### src/asc_map.vh
`ifndef ASC_MAP_VH
`define ASC_MAP_VH
// geometry of the external memory
`define ASC_ADDR_W 13
`define ASC_DATA_W 8
// timing figures in ns, clock period in ns
`define ASC_CLK_NS 50
`define ASC_TWP_NS 25
`define ASC_TWHZ_NS 14
`define ASC_TDW_NS 15
`define ASC_TAA_NS 35
`define ASC_TWR2_NS 5
// least time in cycles, rounded up, never below one
`define ASC_CYC(ns) ((((ns) + `ASC_CLK_NS - 1) / `ASC_CLK_NS) < 1 ? 1 : \
    (((ns) + `ASC_CLK_NS - 1) / `ASC_CLK_NS))
// one-hot state codes
`define ASC_S_IDLE 6'h01
`define ASC_S_RSEL 6'h02
`define ASC_S_RCAP 6'h04
`define ASC_S_WSEL 6'h08
`define ASC_S_WPUL 6'h10
`define ASC_S_WEND 6'h20
`define ASC_CNT_W 4
`define ASC_CNT_ZERO 4'h0
`define ASC_CNT_ONE 4'h1
// extra read wait for the two synchroniser flops
`define ASC_SYNC_STAGES 4'h2
`endif

### src/asc_sync.v
// two-stage synchroniser for the data pins coming back from the memory
module asc_sync #(
    parameter W = 8
) (
    // clock and reset
    input wire clk_sys,
    input wire rst,
    // raw and synchronised data
    input wire [W-1:0] d_in,
    output reg [W-1:0] d_out
);
    reg [W-1:0] meta_r; // first stage, read only by the second
    // both stages clear under reset
    always @(posedge clk_sys or posedge rst)
    begin
        if (rst)
        begin
            meta_r <= {W{1'b0}};
            d_out <= {W{1'b0}};
        end
        else
        begin
            meta_r <= d_in;
            d_out <= meta_r;
        end
    end
endmodule // asc_sync

### src/asc_ctrl.v
// Behaviour
// - write strobe kept high during reads
// - address moves only with strobe or selects off
// - no write data while memory still drives
// - strobe low covers turn-off plus data overlap
// - output enable high allows minimum pulse
`include "asc_map.vh"

module asc_ctrl #(
    parameter AW = `ASC_ADDR_W,
    parameter DW = `ASC_DATA_W
) (
    // clock and reset
    input wire clk_sys,
    input wire rst,
    // user request side
    input wire req_valid,
    input wire req_write,
    input wire [AW-1:0] req_addr,
    input wire [DW-1:0] req_wdata,
    output reg req_ready,
    output reg rd_valid,
    output reg [DW-1:0] rd_data,
    // memory pins
    output reg [AW-1:0] mem_addr,
    output reg active_low_select_n,
    output reg active_high_select,
    output reg mem_we_n,
    output reg mem_oe_n,
    input wire [DW-1:0] mem_dq_in,
    output reg [DW-1:0] mem_dq_out,
    output reg mem_dq_oe
);
    // cycle counts from ns figures, rounded up to whole clocks
    localparam integer WP_N = `ASC_CYC(`ASC_TWP_NS);
    localparam integer RD_N = `ASC_CYC(`ASC_TAA_NS);
    localparam integer WR_N = `ASC_CYC(`ASC_TWR2_NS);
    // oe held high in writes, so twp alone sets the pulse
    localparam [`ASC_CNT_W-1:0] WP_CYC = WP_N[`ASC_CNT_W-1:0];
    // read wait: access time plus two synchroniser stages
    localparam [`ASC_CNT_W-1:0] RD_CYC = RD_N[`ASC_CNT_W-1:0] +
        `ASC_SYNC_STAGES;
    // write data kept driven a little after the strobe rises
    localparam [`ASC_CNT_W-1:0] WR_CYC = WR_N[`ASC_CNT_W-1:0];
    localparam [5:0] S_IDLE = `ASC_S_IDLE;
    localparam [5:0] S_RSEL = `ASC_S_RSEL;
    localparam [5:0] S_RCAP = `ASC_S_RCAP;
    localparam [5:0] S_WSEL = `ASC_S_WSEL;
    localparam [5:0] S_WPUL = `ASC_S_WPUL;
    localparam [5:0] S_WEND = `ASC_S_WEND;

    reg [5:0] state_r; // one-hot state
    reg [`ASC_CNT_W-1:0] cnt_r; // wait counter
    wire [DW-1:0] dq_sync; // data after two flops

    // one step down a wait counter, saturating at zero so a stray
    // entry with an empty counter cannot wrap to a long wait
    function [`ASC_CNT_W-1:0] cnt_dec;
        input [`ASC_CNT_W-1:0] c;
        begin
            if (c == `ASC_CNT_ZERO)
                cnt_dec = `ASC_CNT_ZERO;
            else
                cnt_dec = c - `ASC_CNT_ONE;
        end
    endfunction

    // returning data crosses in from the pins
    asc_sync #(.W(DW)) u_sync (
        .clk_sys(clk_sys),
        .rst(rst),
        .d_in(mem_dq_in),
        .d_out(dq_sync)
    );

    // single sequencer; every pin comes from a flop
    always @(posedge clk_sys or posedge rst)
    begin
        if (rst)
        begin
            state_r <= S_IDLE;
            cnt_r <= `ASC_CNT_ZERO;
            req_ready <= 1'b0;
            rd_valid <= 1'b0;
            rd_data <= {DW{1'b0}};
            mem_addr <= {AW{1'b0}};
            // pins parked: deselected, strobes high, bus released
            active_low_select_n <= 1'b1; // deselected
            active_high_select <= 1'b0;
            mem_we_n <= 1'b1;
            mem_oe_n <= 1'b1;
            mem_dq_out <= {DW{1'b0}};
            mem_dq_oe <= 1'b0;
        end
        else
        begin
            rd_valid <= 1'b0;
            case (state_r)
                S_IDLE:
                begin
                    // deselected here, so address may move
                    req_ready <= 1'b1; // offered from the cycle after
                    // taken only when ready was already shown
                    if (req_valid && req_ready)
                    begin
                        // accept: ready drops for the whole access
                        req_ready <= 1'b0;
                        mem_addr <= req_addr;
                        if (req_write)
                        begin
                            // data set up now, driven once selected
                            mem_dq_out <= req_wdata;
                            mem_oe_n <= 1'b1;
                            state_r <= S_WSEL;
                        end
                        else
                        begin
                            // both selects together, strobe high
                            active_low_select_n <= 1'b0;
                            active_high_select <= 1'b1;
                            mem_we_n <= 1'b1;
                            mem_oe_n <= 1'b0;
                            cnt_r <= RD_CYC;
                            state_r <= S_RSEL;
                        end
                    end
                end
                S_RSEL:
                begin
                    // wait out access time plus sync delay
                    if (cnt_r == `ASC_CNT_ZERO)
                    begin
                        // sampled data has settled through both flops
                        state_r <= S_RCAP;
                    end
                    else
                    begin
                        // selects and oe stay put while counting
                        cnt_r <= cnt_dec(cnt_r);
                    end
                end
                S_RCAP:
                begin
                    // take the byte, then drop both selects and oe
                    rd_data <= dq_sync;
                    rd_valid <= 1'b1; // one-cycle strobe to the user
                    active_low_select_n <= 1'b1;
                    active_high_select <= 1'b0;
                    mem_oe_n <= 1'b1; // bus free before any write
                    // address may move next cycle, selects are off
                    state_r <= S_IDLE;
                end
                S_WSEL:
                begin
                    // select and strobe fall together: outputs stay off
                    active_low_select_n <= 1'b0;
                    active_high_select <= 1'b1;
                    mem_we_n <= 1'b0;
                    // memory output never turned on, so drive at once
                    mem_dq_oe <= 1'b1; // oe high, memory never drove
                    cnt_r <= WP_CYC;
                    state_r <= S_WPUL;
                end
                S_WPUL:
                begin
                    // pulse covers twp; data overlap satisfied inside it
                    if (cnt_r == `ASC_CNT_ONE)
                    begin
                        // strobe and low select rise together, ending
                        // the write before any other pin moves
                        mem_we_n <= 1'b1;
                        active_low_select_n <= 1'b1;
                        cnt_r <= WR_CYC;
                        state_r <= S_WEND;
                    end
                    else
                    begin
                        // longer pulses only if twp grows past a clock
                        cnt_r <= cnt_dec(cnt_r);
                    end
                end
                S_WEND:
                begin
                    // drop the high select; with WR_CYC of one, data is released on the same edge
                    active_high_select <= 1'b0;
                    if (cnt_r <= `ASC_CNT_ONE)
                    begin
                        // data released with the write already closed
                        mem_dq_oe <= 1'b0; // no drive back
                        state_r <= S_IDLE;
                    end
                    else
                    begin
                        // keep data on the bus for the recovery time
                        cnt_r <= cnt_dec(cnt_r);
                    end
                end
                default:
                begin
                    // stray code: park selects, strobes and data drive idle before returning; address is left as it was
                    active_low_select_n <= 1'b1;
                    active_high_select <= 1'b0;
                    mem_we_n <= 1'b1;
                    mem_oe_n <= 1'b1;
                    mem_dq_oe <= 1'b0;
                    state_r <= S_IDLE;
                end
            endcase
        end
    end
endmodule // asc_ctrl

### config.mk
export PLATFORM = sky130hd
export DESIGN_NAME = asc_ctrl
export DESIGN_NICKNAME = d
export VERILOG_FILES = /design/src/asc_sync.v /design/src/asc_ctrl.v
export VERILOG_INCLUDE_DIRS = /design/src
export SDC_FILE = /design/constraint.sdc
export NUM_CORES = 1
export LEC_CHECK = 0
export BUFFER_PORTS_ARGS = -buffer_cell sky130_fd_sc_hd__buf_2
export CORE_MARGIN = 4
export CORE_UTILIZATION = 50
export CTS_CLUSTER_SIZE = 8
export DETAILED_ROUTE_END_ITERATION = 8
export GPL_TIMING_DRIVEN = 0
export PLACE_DENSITY_LB_ADDON = 0.15
export SYNTH_ARGS = -nofsm -noshare
export SYNTH_HDL_FRONTEND = slang
export SYNTH_SLANG_ARGS = --single-unit
### constraint.sdc
create_clock -name clk_sys -period 6.28 [get_ports clk_sys]
set_clock_uncertainty 0.15 [all_clocks]
set_input_delay 1.256 -clock clk_sys [delete_from_list [all_inputs] [get_ports clk_sys]]
set_output_delay 1.256 -clock clk_sys [all_outputs]
set_load 0.01 [all_outputs]
==> results.py, run 1 <==
metrics = {
    "floorplan": {
        "dieHeight_um": 78.5,
        "io_pins": 69,
        "start_util_pct": 52.2,
        "core_area_sq_um": 4750,
        "die_w_um": 78.5,
        "num_rows": 25,
        "dieArea_sq_um": 6160,
    },
    "min_path": {
        "hold_path_end": "u_sync.d_out[5]$_DFF_PP0_",
        "hp-start": "u_sync.meta_r[5]$_DFF_PP0_",
        "holdPathStages": 0,
        "hold_class": "register to register",
    },
    "run": {
        "maxCapViolations": 0,
    },
    "yosys": {
        "synthDistinctLibCells": 49,
        "yosysTopAreaCellShare_pct": 58.4,
        "synthFlopType": "dfrtp_1",
        "ys_ff_latch": 62,
        "post-synth-top-area-cell": "dfrtp_1",
        "synthArstFlopShare_pct": 100,
        "synth_fp_nets": 230,
        "syn_inst": 194,
        "yosysWarnings": 0,
        "avgSynthCellArea_sq_um": 12.8,
        "synthTopCellsByArea": "dfrtp_1, mux2_2, nand2_1",
        "seq_area_frac_synth_pct": 62.7,
        "synth_area_sq_um": 2480,
        "synth_edf_count": 0,
    },
    "timing": {
        "slew_headroom_pct": 69.0,
        "worst_slew_pin_slew_ns": 0.464,
        "worst_slack_ns": 3.60,
        "tns_ns": 0,
        "fmax_ghz": 0.373,
        "setup_viol": 0,
        "rsz0062_at_grt": "no",
        "drv_slew": 0,
        "finalHoldViolCount": 0,
        "fin_crit_sh_pct": 42.7,
        "fin_crit_ns": 2.68,
    },
    "setup_path": {
        "end_kind": "register",
        "r2r_slack_ns": 4.00,
        "ff2ff_path_depth": 5,
        "worstSetupPathType": "input port to register",
        "required_ns": 6.37,
        "cp_max_fo": 5,
        "worstSetupStartpointType": "input port",
        "critPathMaxStageDelay_ns": 0.52,
        "r2r_end": "mem_addr[2]$_DFFE_PP0P_",
        "cp_slowest_cell": "or4b_1",
        "rr_startpoint": "state_r[3]$_DFFE_PP0P_",
        "cp.arrival_ns": 2.77,
        "path_cells": "buf_2 > nand2_1 > o2111ai_1 > o211ai_1 > or4b_1 > o221ai_1",
    },
    "outcome": {
        "outcome": "complete, no violations",
    },
    "power": {
        "powerDensity_nw_per_um2": 445,
        "static-leakage-power_nw": 1.56,
        "ir_worst_vdd_mv": 0.331,
        "p_total_w": 0.00140,
    },
    "place": {
        "post_dp_cell_area_sq_um": 2930,
        "hpwl_mm": 3.49,
        "dp_slack_ns": 3.27,
        "numPortBuffers": 68,
        "gp_congestion": 0.793,
    },
    "clock_network": {
        "cts_hold_buf": 0,
        "cts-root-buf": "clkbuf_8",
        "cts_max_level": 3,
        "post-cts-setup-buffers": 0,
        "cts_tree": "done",
        "ctsLongestPathBuffers": 2,
        "cts.sinks": 62,
        "insertion_delay_ns": 0.33,
        "cts_inserted_buffers": 9,
        "cts_resized": 0,
        "path_clk_slew_ns": 0.07,
    },
    "global_routing": {
        "grt_max_degree": 42,
        "grt_pass1_wl_mm": 8.66,
        "grt.overflow.total": 0,
        "grtUsageTotal_pct": 18.3,
        "gr-max-usage-layer": "met2",
        "antenna_found_initial": 0,
        "met2_usage_pct": 27.8,
        "globalRouteMet1Util_pct": 23.0,
        "met3_usage_pct": 7.68,
        "grt_pass1_vias": 1833,
    },
    "cells_and_area": {
        "syn2layout_area_growth_pct": 26.5,
        "drive_gt1_share_pct": 43.7,
        "seqCellArea_sq_um": 1560,
        "nFillCells": 384,
        "stdcell_area_sq_um": 3140,
        "nets": 310,
        "num_antenna_cells": 0,
        "multi_input_area_sq_um": 878,
    },
    "drt": {
        "drc": 0,
        "drt-initial-drc-count": 121,
        "finalWirelength_mm": 4.89,
        "ant_nets": 0,
        "wire_per_inst_um": 14.1,
        "dr_total_vias": 1759,
        "routed_via_density": 5.08,
        "drt_first_pass_iters": 4,
    },
}
## logic make-up after synthesis
| kind of cell | after synthesis | synth area share [%] |
|---|---|---|
| and+or+nand+nor | 64 | 15.0 |
| DFF | 62 | 62.7 |
| AOI/OAI and AO/OA | 31 | 9.02 |
| muxes | 21 | 9.52 |
| buffers and inverters | 12 | 1.96 |
| adders and majority gates | 3 | 1.51 |
| xor gates and xnor gates | 1 | 0.353 |
## worst max path at each step
stage / startpoint / end / depth (start not counted)
after global routing: req_valid / cnt_r[2]$_DFFE_PP0P_ / 6
after CTS: req_valid / cnt_r[2]$_DFFE_PP0P_ / 6
final: req_valid / cnt_r[2]$_DFFE_PP0P_ / 6
after global placement: rst / rd_data[2]$_DFFE_PP0P_ / 2
after detailed placement: req_valid / cnt_r[2]$_DFFE_PP0P_ / 6
after floorplan: rst / active_high_select$_DFFE_PP0P_ / 1
## final cells by class
class,instances,area share [%]
clock inverters,6,2.75
repair buffers,69,11.5
inverters,11,1.31
plain buffers,1,0.239
flip-flops and latches,62,49.5
clock buffers,10,4.06
well taps,67,2.67
multi-input cells,120,28.0
## metal layers
| metal | vias to the layer above | part of all wire, % |
|---|---|---|
| li1 | 844 | - |
| met1 | 851 | 44 |
| met2 | 54 | 47 |
| met3 | 10 | 7.1 |
| met4 | 0 | 2.0 |
| met5 | - | 0 |
## worst max-delay path: cells and delay by family
family          cells  cell delay [ns]
compound gates      3             0.78
simple gates        2             0.65
buf+inv             1             0.08
## per-stage QoR
step | hold slack, ns | util (%) | std cells
finish | 0.200 | 66.1 | 346
CTS | 0.202 | 66.1 | 346
global placement | 0.182 | 61.2 | 329
detailed placement | 0.185 | 61.6 | 330
floorplan | 0.181 | - | 194
global route | 0.207 | 66.1 | 346
## sequential cells by signal, summed over array words and instances, names as in the netlist, 4 cells and up
register,flops
mem_dq_out,8
rd_data,8
mem_addr,13
u_sync.d_out,8
cnt_r,4
u_sync.meta_r,8
state_r,6
## layout by cell type (no fill, tap or decap), drive strengths merged, types with 4 or more instances in the layout
cell type	synthesis	layout
a21oi	8	8
buf	1	70
clkbuf	0	10
clkinv	1	4
dfrtp	58	58
dfstp	4	4
inv	10	10
mux2	21	21
nand2	32	32
nor2	10	10
## cells in the mapped netlist, types with 2 or more instances
library cell  count
a211oi_1          3
a21oi_1           8
a31oi_1           2
dfrtp_1          58
dfstp_2           4
ha_1              3
inv_1            10
mux2_1            2
mux2_2           19
nand2_1          31
nand3b_1          2
nor2_1            9
nor3b_1           2
nor4_4            2
o211ai_1          2
o21ai_0           3
o221ai_1          2
## power breakdown
part           internal [W]  total, W  switching, W  leakage (nW)
clock network      0.000223  0.000373      0.000151         0.106
logic              0.000211  0.000439      0.000228         0.699
registers          0.000518  0.000587     0.0000696         0.753
total              0.000951   0.00140      0.000448          1.56
Note: power is estimated with default switching activity, not from simulation.
==> inputs of run 2 (changes only) <==
--- a/config.mk
+++ b/config.mk
@@ -6,6 +6,7 @@
 export SDC_FILE = /design/constraint.sdc
 export NUM_CORES = 1
 export LEC_CHECK = 0
+export ABC_AREA = 1
 export BUFFER_PORTS_ARGS = -buffer_cell sky130_fd_sc_hd__buf_2
 export CORE_MARGIN = 4
 export CORE_UTILIZATION = 50
==> constraint.sdc (replaced) <==
create_clock -name clk_sys -period 2.65 [get_ports clk_sys]
set_clock_uncertainty 0.15 [all_clocks]
set_input_delay 0.53 -clock clk_sys [delete_from_list [all_inputs] [get_ports clk_sys]]
set_output_delay 0.53 -clock clk_sys [all_outputs]
set_load 0.01 [all_outputs]
==> run 2 against run 1 <==
  * Combinational power grew to 3.5 times the previous value
  * Cell count grew 29%
  * Hold slack lost 0.17 ns
  * Largest cell class unchanged
  * Global-route usage grew 0.68 points
  * Critical endpoint is now cnt_r[3]$_DFFE_PP0P_
  * Clock-buffer cell count is the same
  * Total power grew to 2.7 times the previous value
==> results.py, run 2 <==
metrics = {
    "clock_network": {
        "insertion_delay_ns": 0.33,
        "cts_inserted_buffers": 9,
        "cts_resized": 0,
        "post-cts-setup-buffers": 0,
        "cts.sinks": 62,
        "cts-root-buf": "clkbuf_8",
        "path_clk_slew_ns": 0.07,
        "ctsLongestPathBuffers": 2,
        "cts_hold_buf": 0,
        "cts_max_level": 3,
        "cts_tree": "done",
    },
    "global_routing": {
        "antenna_found_initial": 0,
        "grt_max_degree": 45,
        "grt_pass1_vias": 2137,
        "grt_pass1_wl_mm": 9.31,
        "grtUsageTotal_pct": 19.0,
        "grt.overflow.total": 0,
    },
    "setup_path": {
        "required_ns": 2.73,
        "worstSetupStartpointType": "register",
        "ff2ff_path_depth": 10,
        "end_kind": "register",
        "r2r_end": "cnt_r[3]$_DFFE_PP0P_",
        "r2r_slack_ns": 0.85,
        "rr_startpoint": "cnt_r[0]$_DFFE_PP0P_",
        "cp_max_fo": 4,
        "cp.arrival_ns": 1.88,
        "worstSetupPathType": "register to register",
    },
    "yosys": {
        "avgSynthCellArea_sq_um": 9.00,
        "post-synth-top-area-cell": "dfrtp_1",
        "synthFlopType": "dfrtp_1",
        "synthTopCellsByArea": "dfrtp_1, nand2_1, dfstp_2",
        "syn_inst": 290,
        "ys_ff_latch": 62,
        "yosysWarnings": 0,
        "synth_fp_nets": 326,
        "seq_area_frac_synth_pct": 59.6,
        "synthArstFlopShare_pct": 100,
        "yosysTopAreaCellShare_pct": 55.6,
        "synthDistinctLibCells": 30,
        "synth_edf_count": 0,
        "netlist_top_cells_count": "nand2_1, dfrtp_1, nor2_1",
        "yosysMostFrequentCell": "nand2_1",
        "synth_area_sq_um": 2610,
    },
    "drt": {
        "routed_via_density": 4.59,
        "dr_total_vias": 2043,
        "drt-initial-drc-count": 132,
        "finalWirelength_mm": 5.15,
        "drc": 0,
        "wire_per_inst_um": 11.6,
        "ant_nets": 0,
        "drt_first_pass_iters": 4,
    },
    "timing": {
        "fmax_ghz": 0.555,
        "worst_slack_ns": 0.849,
        "worst_slew_pin_slew_ns": 0.424,
        "fin_crit_sh_pct": 68.0,
        "fin_crit_ns": 1.80,
        "finalHoldViolCount": 0,
        "drv_slew": 0,
        "setup_viol": 0,
        "tns_ns": 0,
        "rsz0062_at_grt": "no",
        "slew_headroom_pct": 71.7,
    },
    "cells_and_area": {
        "stdcell_area_sq_um": 3260,
        "nets": 406,
        "syn2layout_area_growth_pct": 25.1,
        "nFillCells": 439,
        "largest_reg_flops": 13,
        "final_cells": 445,
        "most-common-layout-cells": "nand2_1, buf_2, dfrtp_1",
        "num_antenna_cells": 0,
        "final_common_cell": "nand2_1",
        "drive_gt1_share_pct": 30.7,
        "regMostFlops": "mem_addr",
    },
    "power": {
        "p_total_w": 0.00379,
        "powerDensity_nw_per_um2": 1160,
        "static-leakage-power_nw": 1.88,
        "ir_worst_vdd_mv": 0.557,
    },
    "floorplan": {
        "core_area_sq_um": 5070,
        "die_w_um": 80.3,
        "io_pins": 69,
        "dieArea_sq_um": 6440,
        "start_util_pct": 51.4,
        "num_rows": 26,
        "dieHeight_um": 80.3,
    },
    "min_path": {
        "hold_class": "input port to async pin",
    },
    "place": {
        "post_dp_cell_area_sq_um": 3060,
        "numPortBuffers": 68,
        "dp_slack_ns": 0.861,
        "dp_cells": 429,
        "hpwl_mm": 3.85,
        "gp_congestion": 0.896,
    },
    "run": {
        "maxCapViolations": 0,
    },
    "outcome": {
        "outcome": "complete, no violations",
    },
}
-- run 2: cell types whose count changed after synthesis, sizes merged, moves of 5 or more --
| cell | previous run | this run |
|---|---|---|
| a21oi | 8 | 3 |
| nor2 | 10 | 32 |
| mux2 | 21 | 0 |
| nand2 | 32 | 132 |
| nand3 | 1 | 17 |
| inv | 10 | 23 |
-- run 2: per-layer routing --
layer  routed length [um]  global-route usage [%]
met2                 2340                    28.6
met4                   90                    8.95
met5                    0                       0
met3                  386                    6.61
met1                 2330                    24.5
-- run 2: per-stage QoR --
step | hold WS, ns | utilization, %
2_1_floorplan | 0.181 | -
3_3_place_gp | 0.181 | 59.9
3_5_place_dp | 0.185 | 60.3
4_1_cts | 0.0231 | 64.3
5_1_grt | 0.0375 | 64.3
6_report | 0.0318 | 64.3
-- run 2: how the worst max path moves through the flow --
stage / startpoint / endpoint / slack (ns) / depth (start not counted)
floorplan: rst / active_high_select$_DFFE_PP0P_ / 0.44 / 1
global placement: rst / rd_data[2]$_DFFE_PP0P_ / -0.30 / 2
detailed placement: cnt_r[0]$_DFFE_PP0P_ / cnt_r[0]$_DFFE_PP0P_ / 0.86 / 9
CTS: cnt_r[0]$_DFFE_PP0P_ / cnt_r[0]$_DFFE_PP0P_ / 0.84 / 9
global route: cnt_r[1]$_DFFE_PP0P_ / cnt_r[0]$_DFFE_PP0P_ / 0.61 / 9
finish: cnt_r[0]$_DFFE_PP0P_ / cnt_r[3]$_DFFE_PP0P_ / 0.85 / 10
-- run 2: cell families (layout without fill, tap and decap cells) --
kind of cell    count (synthesis)  count (layout)  share of synthesized area [%]
buf+inv                        27             112                           4.12
compound gates                 10              10                           2.16
xor+xnor                        2               2                          0.671
flops                          62              62                           59.6
simple gates                  186             186                           32.0
fa+ha+maj                       3               3                           1.44
-- run 2: power by group --
part / internal, W / total [W] / switching (W)
clock network: 0.000464 / 0.000836 / 0.000372
registers: 0.00127 / 0.00144 / 0.000167
logic: 0.000556 / 0.00152 / 0.000962
total: 0.00229 / 0.00379 / 0.00150
-- run 2: final cells by class --
type                       count  area, sq um  area share, %
sequential                    62         1560           47.7
multi-input combinational    201          946           29.0
timing repair buffer          69          360           11.0
clock buffer                  10          138           4.22
inverter                      25         95.1           2.91
tap                           70         87.6           2.68
clock inverter                 6         68.8           2.11
buffer                         2         12.5          0.383
-- run 2: worst max-delay path, stage by stage, from the launching register on --
cell	delay [ns]
dfrtp_1	0.37
inv_1	0.10
ha_1	0.23
o21ai_0	0.30
inv_1	0.09
nand2_2	0.09
nand2_1	0.05
nor2_1	0.11
nand2_2	0.09
nand2_1	0.07
nand2_1	0.05
==> inputs of run 3 (changes only) <==
--- a/config.mk
+++ b/config.mk
@@ -6,7 +6,7 @@
 export SDC_FILE = /design/constraint.sdc
 export NUM_CORES = 1
 export LEC_CHECK = 0
-export ABC_AREA = 1
+export ABC_AREA = 0
 export BUFFER_PORTS_ARGS = -buffer_cell sky130_fd_sc_hd__buf_2
 export CORE_MARGIN = 4
 export CORE_UTILIZATION = 50
==> constraint.sdc (replaced) <==
create_clock -name clk_sys -period 1.85 [get_ports clk_sys]
set_clock_uncertainty 0.15 [all_clocks]
set_input_delay 0.37 -clock clk_sys [delete_from_list [all_inputs] [get_ports clk_sys]]
set_output_delay 0.37 -clock clk_sys [all_outputs]
set_load 0.01 [all_outputs]
==> run 3 against run 2 <==
  * The flow now finishes with violations (setup timing)
  * Global-route usage increased by 1.6 points
  * Highest routed layer unchanged
  * Die area shrank 4.4%
  * First-iteration DRC count is 17% higher
  * Critical path type unchanged
  * Clock-buffer cell count is the same
  * Combinational power up 55%
  * Maximum frequency fell by 15%
  * Cell count down 12%
  * Hold slack improved by 0.085 ns
  * Wire length grew 28%
==> results.py, run 3 (same netlist as run 1, synthesis figures left out) <==
metrics = {
    "cells_and_area": {
        "syn2layout_area_growth_pct": 52.3,
        "most-common-layout-cells": "buf_2, dfrtp_1, buf_4",
        "num_antenna_cells": 0,
        "stdcell_area_sq_um": 3780,
        "fin_util_pct": 79.6,
        "largest_reg_flops": 13,
        "nFillCells": 294,
        "drive_gt1_share_pct": 59.1,
        "nets": 357,
        "regMostFlops": "mem_addr",
        "final_common_cell": "buf_2",
    },
    "timing": {
        "fmax_ghz": 0.471,
        "drv_slew": 0,
        "finalHoldViolCount": 0,
        "slew_headroom_pct": 64.4,
        "worst_slack_ns": -0.272,
        "worst_slew_pin_slew_ns": 0.530,
        "fin_crit_ns": 2.12,
        "rsz0062_at_grt": "yes",
        "tns_ns": -6.02,
        "hold_slack_ns": 0.117,
        "fin_crit_sh_pct": 115,
        "setup_viol": 33,
    },
    "power": {
        "powerDensity_nw_per_um2": 1490,
        "static-leakage-power_nw": 1.87,
        "ir_worst_vdd_mv": 0.888,
    },
    "clock_network": {
        "cts_max_level": 3,
        "ctsLongestPathBuffers": 2,
        "cts.sinks": 62,
        "path_clk_slew_ns": 0.07,
        "cts_inserted_buffers": 9,
        "cts-root-buf": "clkbuf_8",
        "insertion_delay_ns": 0.33,
        "cts_tree": "done",
    },
    "global_routing": {
        "grt.overflow.total": 0,
        "grt_pass1_vias": 2044,
        "grt_pass1_wl_mm": 9.74,
        "antenna_found_initial": 0,
        "grtUsageTotal_pct": 20.6,
        "grt_max_degree": 63,
    },
    "setup_path": {
        "end_kind": "register",
        "worstSetupPathType": "register to register",
        "cp_max_fo": 4,
        "worstSetupStartpointType": "register",
        "startpoint": "state_r[5]$_DFFE_PP0P_",
        "cp.arrival_ns": 2.17,
        "rr_startpoint": "state_r[5]$_DFFE_PP0P_",
        "required_ns": 1.90,
    },
    "place": {
        "post_dp_cell_area_sq_um": 2960,
        "numPortBuffers": 68,
        "gp_congestion": 0.865,
        "hpwl_mm": 3.65,
    },
    "outcome": {
        "outcome": "complete, but fails checks",
        "violations": "setup timing",
    },
    "floorplan": {
        "start_util_pct": 52.2,
        "die_w_um": 78.5,
        "dieHeight_um": 78.5,
        "dieArea_sq_um": 6160,
        "io_pins": 69,
        "core_area_sq_um": 4750,
        "num_rows": 25,
    },
    "min_path": {
        "hp-start": "req_wdata[0]",
        "hold_class": "input port to register",
    },
    "drt": {
        "drc": 0,
        "routed_via_density": 5.11,
        "wire_per_inst_um": 16.7,
        "finalWirelength_mm": 6.56,
        "drt_first_pass_iters": 4,
        "dr_total_vias": 2005,
        "drt-initial-drc-count": 155,
        "ant_nets": 0,
    },
    "run": {
        "maxCapViolations": 0,
    },
}
[run 3: changes by cell type in the layout (fill, tap and decap cells not counted), sizes merged, moves of 3 or more]
cell         change
a211oi           +3
a21oi            +5
buf             +37
dlygate4sd3      +9
inv             -15
mux2            +21
nand2          -100
nand3           -16
nand3b           +3
nor2            -22
nor3b            +3
nor4             +3
[run 3: timing repair]
| item | 4_1_cts | 5_1_grt |
|---|---|---|
| endpoints found under the setup margin | 41 | 34 |
| hold endpoints to repair | 8 | 19 |
| gates resized for setup | 20 | 27 |
| hold buffers | 8 | 1 |
| pin swaps | 8 | 13 |
| buffers inserted | 17 | 21 |
[run 3: final timing paths]
kind                                              endpoint  slack, ns  cells past startpoint
min reg2reg                      u_sync.d_out[7]$_DFF_PP0_       0.20                      0
min                              mem_dq_out[0]$_DFFE_PP0P_       0.12                      2
max                                   cnt_r[2]$_DFFE_PP0P_      -0.27                      6
max in group asynchronous  active_low_select_n$_DFFE_PP1P_       0.49                      4
min in group asynchronous           rd_data[1]$_DFFE_PP0P_       0.46                      3
max reg2reg                           cnt_r[2]$_DFFE_PP0P_      -0.27                      6
[run 3: through the flow]
stage               setup WS [ns]  instances  total power, W
floorplan                  -0.111        194         0.00307
detailed placement         -0.301        329         0.00363
CTS                        -0.178        369         0.00520
global route               -0.319        392         0.00596
global placement           -0.284        329         0.00359
finish                     -0.272        392         0.00566
[run 3: critical path, cell delays in order, from the launching register on]
cell and delay, ns:
dfrtp_2 0.45, buf_4 0.16, nand2b_1 0.18, or3_1 0.33
a211o_2 0.36, a21oi_4 0.20, o221ai_1 0.14
[run 3: power by group]
part | switching, W | internal (W)
logic | 0.00108 | 0.00129
clock network | 0.000501 | 0.000744
registers | 0.000284 | 0.00176
total | 0.00186 | 0.00379
[run 3: final cells by class]
| class | instances | area, sq um | share of cell area (%) |
|---|---|---|---|
| Timing Repair Buffer | 116 | 772 | 20.4 |
| Multi-Input combinational cell | 120 | 1100 | 29.0 |
| Inverter | 11 | 48.8 | 1.29 |
| Clock inverter | 5 | 75.1 | 1.98 |
| Buffer | 1 | 15.0 | 0.397 |
| Clock buffer | 10 | 128 | 3.37 |
| Tap cell | 67 | 83.8 | 2.22 |
| Sequential cell | 62 | 1560 | 41.3 |
[run 3: routing by layer]
metal  vias up  wire length (um)  GRT usage, %
met2        51              3500          33.7
met4         0               119          7.52
li1        933                 -             -
met3        12               268          6.31
met5         -                 0             0
met1      1009              2670          25.9
